**src/hw/timer_pair_pkg.sv**
```systemverilog
// timer_pair_pkg: constants, field layout and types for the paired 16-bit timer block
// assumes a single 10 MHz clock and a plain strobe register port
// Summary of operation
// A timer counts only while its enable bit is set.
// With stop-in-idle set the timer halts in Idle; clear, it keeps running.
// With external clock selected the gating bit does nothing and reads zero.
// With internal clock, gating makes the timer count only while gate is high.
// Prescale field divides input by 1, 2, 4, 8, 16, 32, 64 or 256.
// Only the even timer has the pairing bit; set, it joins both timers.
// In paired mode the odd timer's enable, gating, prescale and source are ignored.
// Software keeps the odd stop-in-idle clear so the pair runs in Idle.
// Software avoids register access right after clearing the enable bit.
// Unimplemented control bits ignore writes and read zero.
// Source select picks bus clock (0) or external timer clock input (1).
// All control fields reset to zero: off, ungated, 16-bit, 1:1, internal.
package timer_pair_pkg;
    // register byte addresses
    localparam logic [7:0] ADDR_CTRL_EVEN = 8'h00;
    localparam logic [7:0] ADDR_CTRL_ODD = 8'h04;
    localparam logic [7:0] ADDR_COUNT_EVEN = 8'h08;
    localparam logic [7:0] ADDR_COUNT_ODD = 8'h0C;
    // control field positions
    localparam int POS_ENABLE = 15;
    localparam int POS_STOP_IN_IDLE = 13;
    localparam int POS_GATE = 7;
    localparam int POS_PRESCALE = 4;
    localparam int POS_PAIR = 3;
    localparam int POS_CLK_SEL = 1;
    // reset values and counter maximum
    localparam logic [15:0] COUNT_RESET = 16'h0000;
    localparam logic [15:0] COUNT_MAX = 16'hFFFF;
    localparam logic [7:0] PRESCALE_RESET = 8'h00;
    // terminal prescaler counts, index is the select code
    localparam logic [7:0][7:0] PRESCALE_LIMIT = {
        8'hFF, 8'h3F, 8'h1F, 8'h0F, 8'h07, 8'h03, 8'h01, 8'h00
    };

    typedef struct packed {
        logic enable;
        logic stopInIdle;
        logic gateEnable;
        logic [2:0] prescaleSel;
        logic pairWide;
        logic clockSourceSel;
    } timer_ctrl_t;

    localparam timer_ctrl_t CTRL_RESET = '{default: 1'b0};

    typedef struct packed {
        logic [7:0] addr;
        logic [31:0] wdata;
        logic write;
        logic read;
    } reg_req_t;
endpackage : timer_pair_pkg

```
**src/hw/timer_pair.sv**
```systemverilog
// timer_pair: even/odd 16-bit timer pair with a control register each, optional 32-bit pairing
// assumes gate and external clock inputs are synchronous to sys_clk
//
// Added by the designer: the plain strobed port and the address map.
`timescale 1ns/1ps
module timer_pair (
    // clock and reset
    input wire logic sys_clk,
    input wire logic reset_n,
    // register port
    input wire timer_pair_pkg::reg_req_t regReq,
    output logic [31:0] readData_q,
    // device and timer pins
    input wire logic idleMode,
    input wire logic gateIn,
    input wire logic extClk,
    // timer state
    output logic [15:0] countEven_q,
    output logic [15:0] countOdd_q
);
    import timer_pair_pkg::*;

    // ************************************************************
    // field decode and readback
    // ************************************************************
    function automatic timer_ctrl_t unpackCtrl(input logic [31:0] w, input logic hasPair);
        timer_ctrl_t c;
        c.enable = w[POS_ENABLE];
        c.stopInIdle = w[POS_STOP_IN_IDLE];
        c.gateEnable = w[POS_GATE];
        c.prescaleSel = w[POS_PRESCALE +: 3];
        c.pairWide = w[POS_PAIR] & hasPair;
        c.clockSourceSel = w[POS_CLK_SEL];
        return c;
    endfunction : unpackCtrl

    function automatic logic [31:0] packCtrl(input timer_ctrl_t c);
        logic [31:0] w;
        w = 32'h0000_0000;
        w[POS_ENABLE] = c.enable;
        w[POS_STOP_IN_IDLE] = c.stopInIdle;
        w[POS_GATE] = c.gateEnable & ~c.clockSourceSel;
        w[POS_PRESCALE +: 3] = c.prescaleSel;
        w[POS_PAIR] = c.pairWide;
        w[POS_CLK_SEL] = c.clockSourceSel;
        return w;
    endfunction : packCtrl

    // ************************************************************
    // control registers
    // ************************************************************
    timer_ctrl_t ctrlEven_q;
    timer_ctrl_t ctrlOdd_q;

    always_ff @(posedge sys_clk or negedge reset_n) begin
        if (!reset_n) begin
            ctrlEven_q <= CTRL_RESET;
            ctrlOdd_q <= CTRL_RESET;
        end else if (regReq.write) begin
            if (regReq.addr == ADDR_CTRL_EVEN) begin
                ctrlEven_q <= unpackCtrl(regReq.wdata, 1'b1);
            end
            if (regReq.addr == ADDR_CTRL_ODD) begin
                ctrlOdd_q <= unpackCtrl(regReq.wdata, 1'b0);
            end
        end
    end

    always_ff @(posedge sys_clk or negedge reset_n) begin
        if (!reset_n) begin
            readData_q <= 32'h0000_0000;
        end else if (regReq.read) begin
            unique case (regReq.addr)
                ADDR_CTRL_EVEN: readData_q <= packCtrl(ctrlEven_q);
                ADDR_CTRL_ODD: readData_q <= packCtrl(ctrlOdd_q);
                ADDR_COUNT_EVEN: readData_q <= {16'h0000, countEven_q};
                ADDR_COUNT_ODD: readData_q <= {16'h0000, countOdd_q};
                default: readData_q <= 32'h0000_0000;
            endcase
        end else begin
            readData_q <= 32'h0000_0000;
        end
    end

    // ************************************************************
    // effective settings and count qualification
    // ************************************************************
    logic wide;
    timer_ctrl_t eff [2];
    logic stopIdle [2];
    logic run [2];
    logic tickIn [2];
    logic presTick [2];
    logic extClkPrev_q;
    logic extEdge;

    assign wide = ctrlEven_q.pairWide;
    assign eff[0] = ctrlEven_q;
    assign eff[1] = wide ? ctrlEven_q : ctrlOdd_q;
    // pair halts in idle if either half asks; odd half must stay clear
    assign stopIdle[0] = ctrlEven_q.stopInIdle | (wide & ctrlOdd_q.stopInIdle);
    assign stopIdle[1] = wide ? stopIdle[0] : ctrlOdd_q.stopInIdle;
    assign extEdge = extClk & ~extClkPrev_q;

    always_ff @(posedge sys_clk or negedge reset_n) begin
        if (!reset_n) begin
            extClkPrev_q <= 1'b0;
        end else begin
            extClkPrev_q <= extClk;
        end
    end

    // ************************************************************
    // prescalers
    // ************************************************************
    genvar gi;
    generate
        for (gi = 0; gi < 2; gi++) begin : g_timer
            logic [7:0] psCnt_q;
            logic srcPulse;
            logic gateOk;
            assign run[gi] = eff[gi].enable & ~(idleMode & stopIdle[gi]);
            assign srcPulse = eff[gi].clockSourceSel ? extEdge : 1'b1;
            assign gateOk = eff[gi].clockSourceSel | ~eff[gi].gateEnable | gateIn;
            assign tickIn[gi] = run[gi] & srcPulse & gateOk;
            assign presTick[gi] = tickIn[gi] &
                (psCnt_q >= PRESCALE_LIMIT[eff[gi].prescaleSel]);

            always_ff @(posedge sys_clk or negedge reset_n) begin
                if (!reset_n) begin
                    psCnt_q <= PRESCALE_RESET;
                end else if (!run[gi]) begin
                    psCnt_q <= PRESCALE_RESET;
                end else if (presTick[gi]) begin
                    psCnt_q <= PRESCALE_RESET;
                end else if (tickIn[gi]) begin
                    psCnt_q <= psCnt_q + 8'h01;
                end
            end
        end
    endgenerate

    // ************************************************************
    // counters
    // ************************************************************
    logic incEven;
    logic incOdd;
    assign incEven = presTick[0];
    assign incOdd = wide ? (presTick[0] & (countEven_q == COUNT_MAX)) : presTick[1];

    always_ff @(posedge sys_clk or negedge reset_n) begin
        if (!reset_n) begin
            countEven_q <= COUNT_RESET;
        end else if (regReq.write && regReq.addr == ADDR_COUNT_EVEN) begin
            countEven_q <= regReq.wdata[15:0];
        end else if (incEven) begin
            countEven_q <= countEven_q + 16'h0001;
        end
    end

    always_ff @(posedge sys_clk or negedge reset_n) begin
        if (!reset_n) begin
            countOdd_q <= COUNT_RESET;
        end else if (regReq.write && regReq.addr == ADDR_COUNT_ODD) begin
            countOdd_q <= regReq.wdata[15:0];
        end else if (incOdd) begin
            countOdd_q <= countOdd_q + 16'h0001;
        end
    end

    // ************************************************************
    // checks
    // ************************************************************
    logic busWrite;
    assign busWrite = regReq.write;

    AST_OFF_HOLDS: assert property (@(posedge sys_clk) disable iff (!reset_n)
        (!ctrlEven_q.enable && !busWrite) |=> $stable(countEven_q))
        else $error("even count moved while disabled");
    AST_IDLE_HALT: assert property (@(posedge sys_clk) disable iff (!reset_n)
        (idleMode && ctrlEven_q.stopInIdle && !busWrite) |=> $stable(countEven_q))
        else $error("even count moved in idle with stop set");
    AST_IDLE_RUN: assert property (@(posedge sys_clk) disable iff (!reset_n)
        (idleMode && ctrlEven_q.enable && !stopIdle[0] && !ctrlEven_q.clockSourceSel
         && !ctrlEven_q.gateEnable && ctrlEven_q.prescaleSel == 3'h0 && !busWrite)
        |=> countEven_q == $past(countEven_q) + 16'h0001)
        else $error("even count halted in idle with stop clear");
    AST_GATE_READ: assert property (@(posedge sys_clk) disable iff (!reset_n)
        (regReq.read && regReq.addr == ADDR_CTRL_EVEN && ctrlEven_q.clockSourceSel)
        |=> !readData_q[POS_GATE])
        else $error("gating bit read back set with external clock");
    AST_GATE_LOW: assert property (@(posedge sys_clk) disable iff (!reset_n)
        (ctrlEven_q.gateEnable && !ctrlEven_q.clockSourceSel && !gateIn) |-> !tickIn[0])
        else $error("gated timer ticked with gate low");
    AST_DIV_256: assert property (@(posedge sys_clk) disable iff (!reset_n)
        presTick[0] |-> g_timer[0].psCnt_q == PRESCALE_LIMIT[eff[0].prescaleSel])
        else $error("prescaler fired at wrong count");
    AST_ODD_NO_PAIR: assert property (@(posedge sys_clk) disable iff (!reset_n)
        !ctrlOdd_q.pairWide)
        else $error("odd timer holds a pairing bit");
    AST_PAIR_CARRY: assert property (@(posedge sys_clk) disable iff (!reset_n)
        (wide && !ctrlEven_q.enable && !busWrite) |=> $stable(countOdd_q))
        else $error("odd half counted while even disabled in pair");
    AST_RSVD_ZERO: assert property (@(posedge sys_clk) disable iff (!reset_n)
        $past(regReq.read) && ($past(regReq.addr) == ADDR_CTRL_EVEN
        || $past(regReq.addr) == ADDR_CTRL_ODD) |-> (readData_q & 32'hFFFF_5F05) == 32'h0)
        else $error("unimplemented control bits read nonzero");
    AST_EXT_EDGE: assert property (@(posedge sys_clk) disable iff (!reset_n)
        (ctrlEven_q.clockSourceSel && !extEdge) |-> !tickIn[0])
        else $error("external source ticked without clock edge");
    AST_PAIR_WRAP: assert property (@(posedge sys_clk) disable iff (!reset_n)
        (wide && presTick[0] && countEven_q == COUNT_MAX && !busWrite)
        |=> countOdd_q == $past(countOdd_q) + 16'h0001)
        else $error("odd half missed the carry in pair mode");
    AST_INT_SOURCE: assert property (@(posedge sys_clk) disable iff (!reset_n)
        (ctrlEven_q.enable && !ctrlEven_q.clockSourceSel && !ctrlEven_q.gateEnable
         && !(idleMode && stopIdle[0])) |-> tickIn[0])
        else $error("internal source failed to tick");
    AST_PS_CLEAR: assert property (@(posedge sys_clk) disable iff (!reset_n)
        !run[0] |=> g_timer[0].psCnt_q == PRESCALE_RESET)
        else $error("prescaler kept its count while stopped");
    AST_GATE_HIGH: assert property (@(posedge sys_clk) disable iff (!reset_n)
        (ctrlEven_q.enable && ctrlEven_q.gateEnable && !ctrlEven_q.clockSourceSel
         && gateIn && !(idleMode && stopIdle[0])) |-> tickIn[0])
        else $error("gated timer missed a tick with gate high");
endmodule : timer_pair

```
**config.mk**
```make
export PLATFORM = sky130hd
export DESIGN_NAME = timer_pair
export DESIGN_NICKNAME = d
export VERILOG_FILES = /design/src/hw/timer_pair_pkg.sv /design/src/hw/timer_pair.sv
export SDC_FILE = /design/constraint.sdc
export NUM_CORES = 1
export LEC_CHECK = 0
export BUFFER_PORTS_ARGS = -buffer_cell sky130_fd_sc_hd__buf_2
export CAP_MARGIN = 20
export CORE_MARGIN = 3
export CORE_UTILIZATION = 59
export DETAILED_ROUTE_END_ITERATION = 16
export GPL_TIMING_DRIVEN = 0
export PLACE_DENSITY = 0.93
export SYNTH_ARGS = -nofsm -noshare
export SYNTH_HDL_FRONTEND = slang
export SYNTH_SLANG_ARGS = --single-unit
```
**constraint.sdc**
```tcl
create_clock -name sys_clk -period 11.25 [get_ports sys_clk]
set_clock_uncertainty 0.05 [all_clocks]
set_input_delay 2.25 -clock sys_clk [delete_from_list [all_inputs] [get_ports sys_clk]]
set_output_delay 2.25 -clock sys_clk [all_outputs]
set_load 0.02 [all_outputs]
```
==> results.md <==
* Status: complete, no violations
* Buf+Inv Stages, Crit Path at 2
* M1 GR Usage at 0.3926
* Sw power at 0.0002239 W
* Fillers at 555
* Crit path DAT at around 4.5 ns
* Wirelength per Cell at about 18 um
* Slew Viols, Final at 0
* Mean Syn Cell Area at 9.444 um2
* Initial DRC count at between 400 and 500
* Gp weighted congestion at slightly above 0.9
* Minimum clock period at about 4.3 ns
* Req. time, crit path at ~11 ns
* Max-slew headroom at 0.4391
* H-tree levels at 3
* Sink Count at 80
* Initial antenna violation count at 0
* Post-CTS setup buffer count at 0
* Yosys cell types at 57
* Final period utilization at 0.3842
* Core area at ~7800 um2
* First-pass GRT wire length at between 20000 and 25000 um
* Initial Utilization at 0.6103
* Sw Ratio at 0.3278
* Max Buffers Root-to-Sink at 2
* Worst-margin pin slew at 0.8414 ns
* Number of buffers added on ports at 77
* Top-area cell type share of the netlist area at 0.4223
* Leak at ~2.6 nW
* Synth area leaders: dfrtp_1 42%, mux2_2 5.5%, ha_1 5.3%
* Met3 Usage GRT at 0.05998
* Crit start category: primary input
* Seq pwr share at 0.501
* RSZ-0062 raised after global routing: no
* Fmax at approximately 230 MHz
* # diodes at 0
* Post-DP HPWL at between 9000 and 10000 um
* Leading cell type by number of instances after synthesis: dfrtp_1
* Synthesized netlist cell count at ~500
* Fin. Hold Viols at 0
* Antenna viol nets, final at 0
* Slowest CP cell: or4_1
* CP cell instances: buf_2 > or4_1 > nor3_2 > nand3_1 > nor2_1 > clkbuf_1 > nand2_1 > o21ai_0
* XOR/XNOR Fraction of Synth Area at 0.05727
* Share of cells above drive strength 1 at 0.2340
* Hold buffers post-CTS at 0
* IO Count at 111
* TNS Setup at 0 ns
* Cts repair resizes at 0
* Vias per Instance at about 6.3
* Crit Path Class: in2reg
* Total GRT Usage at 0.2947
* Root buffer cell: clkbuf_8
* Detailed Route WL at between 10000 and 15000 um
* Area of the die at 9147 um2
* Synthesis-stage register bit count at 80
* Sequential area share after synthesis at 0.4223
* Register clock-pin slew on the reported worst setup and hold paths at 0.08 ns
* CTS tree: done
* Drt drc at 0
* Met2 Resource Use GR at 0.4673
* Synth warn at 0
* Leading area contributor after synthesis: dfrtp_1
* Vias in the first global route at 4293
* Combinational power share at 0.196
* Num CTS Buffers at 9
* Crit path largest cell delay at between 0.5 and 0.6 ns
* Total global routing overflow at 0
* Max_cap viols at 0
* Clk_lat worst skew at between 0.3 and 0.4 ns
* Largest net degree at the start of global routing at 44
* Layout net count at 673
* PwrDens at between 100 and 150 nW/um2
* Synth top cells by count: 80 x dfrtp_1, 65 x nor2_1, 38 x nand2_1
* Final setup violation count at 0
* Busiest grt layer: met2
* Endpoint class of the critical path: flop
* Ys flop type: dfrtp_1
* Simple-gate area share of the yosys netlist at 0.1840
* Std cell rows at 32
* Maximum vdd drop at 0.07112 mV
* CP top delay family: simple AND/OR/NAND/NOR gates
* Die Y at 95.64 um
* Layout area overhead at 16.44%
* Main combinational cell family by area after synthesis: simple AND/OR/NAND/NOR gates
* Hold path depth at 1
* Crit path depth at 8
* Pre-Repair DR Iteration Count at 6
* Post-synth EDFFs at 0
* Compound-Gate Fraction of Synth Area at 0.1502
* Adder-cell share of the synthesized area at 0.05278
* Critical Path Fanout Max at 10
* Reg2Reg Depth at 14
* Clock power frac at 0.303
* Synth async-reset ratio at 1.000
* Worst hold path type: reg2reg
* Mapped Area at approximately 4700 um2
* Mux contribution to synthesized area at 0.08234
* Internal Pwr Total at between 0.0004 and 0.0005 W
* Final Core Density at 0.7107
* Via count at 4484
* Die X at between 90 and 100 um
power groups by stage:
stage	logic [W]	clock network [W]	registers (W)
detailed placement	0.000131	0	0.000345
finish	0.000134	0.000207	0.000342
floorplan	0.0000669	0	0.000352
global route	0.000148	0.000221	0.000343
global placement	0.000124	0	0.000343
CTS	0.000133	0.000209	0.000339
cells by family after synthesis:
group                    count (synthesis)
AO/OA/AOI/OAI                          107
XOR/XNOR                                31
adder cells (fa/ha/maj)                 20
buffers and inverters                   45
flip-flops                              80
multiplexers                            36
other                                    1
AND/OR/NAND/NOR                        182
sequential cells by signal, summed over array words and instances, names as in the netlist:
name             cells
g_timer.psCnt_q     16
ctrlOdd_q            7
extClkPrev_q         1
wide                 1
countEven_q         16
countOdd_q          16
readData_q          16
ctrlEven_q           7
stage by stage:
| step | cell area, um2 | std cells | power [W] | worst slack, ns | hold slack [ns] |
|---|---|---|---|---|---|
| after floorplan | 4797 | 517 | 0.0004187 | 7.110 | 0.4278 |
| after global placement | 5310 | 696 | 0.0004672 | 6.757 | 0.4402 |
| after detailed placement | 5333 | 697 | 0.0004756 | 6.726 | 0.4463 |
| after CTS | 5520 | 713 | 0.0006809 | 6.977 | 0.4641 |
| after global routing | 5520 | 713 | 0.0007119 | 6.743 | 0.4924 |
| final | 5520 | 713 | 0.0006830 | 6.928 | 0.4663 |
routing by layer:
| layer | vias up | wire (um) | share of wire |
|---|---|---|---|
| met5 | - | 0 | 0 |
| met4 | 0 | 419 | 0.032 |
| met3 | 51 | 1484 | 0.11 |
| met2 | 335 | 6173 | 0.47 |
| met1 | 2112 | 5052 | 0.38 |
| li1 | 1986 | - | - |
final timing paths:
path,slack (ns),start,endpoint
max,6.93,regReq[39],countOdd_q[3]$_DFFE_PN0P_
min,0.47,ctrlEven_q[5]$_DFFE_PN0P_,ctrlEven_q[5]$_DFFE_PN0P_
max reg2reg,7.15,wide$_DFFE_PN0P_,countOdd_q[15]$_DFFE_PN0P_
min reg2reg,0.47,ctrlEven_q[5]$_DFFE_PN0P_,ctrlEven_q[5]$_DFFE_PN0P_
max in group asynchronous,8.75,reset_n,g_timer[0].psCnt_q[2]$_DFFE_PN0P_
min in group asynchronous,1.80,reset_n,readData_q[12]$_DFF_PN0_
cells in the final DEF, fill, tap and decap left out, drive strengths merged, types with 4 or more instances in the layout:
master / Yosys / final
mux2: 24 / 24
a211oi: 7 / 7
ha: 20 / 20
a222oi: 6 / 6
nand4: 9 / 9
inv: 11 / 11
buf: 20 / 98
a21o: 4 / 4
and3: 10 / 10
a31oi: 8 / 8
xnor2: 16 / 16
or4: 4 / 4
mux2i: 12 / 12
a2111oi: 5 / 5
conb: 1 / 16
clkbuf: 14 / 24
or3: 4 / 4
dfrtp: 80 / 80
nand2b: 6 / 6
a21oi: 32 / 32
nor3: 7 / 7
nor2: 65 / 65
xor2: 15 / 15
o21ai: 23 / 23
and2: 4 / 4
nand2: 38 / 38
nand3: 27 / 27
final cells by class:
cell class	count	area, um2	share of cell area
flip-flops and latches	80	2002	0.3626
clock inverters	6	60.06	0.01088
repair buffers	78	407.9	0.07389
plain buffers	34	197.7	0.03581
inverters	11	41.29	0.007480
multi-input cells	392	2556	0.4631
well taps	102	127.6	0.02312
clock buffers	10	127.6	0.02312
Power figures use the tool's default switching activity.
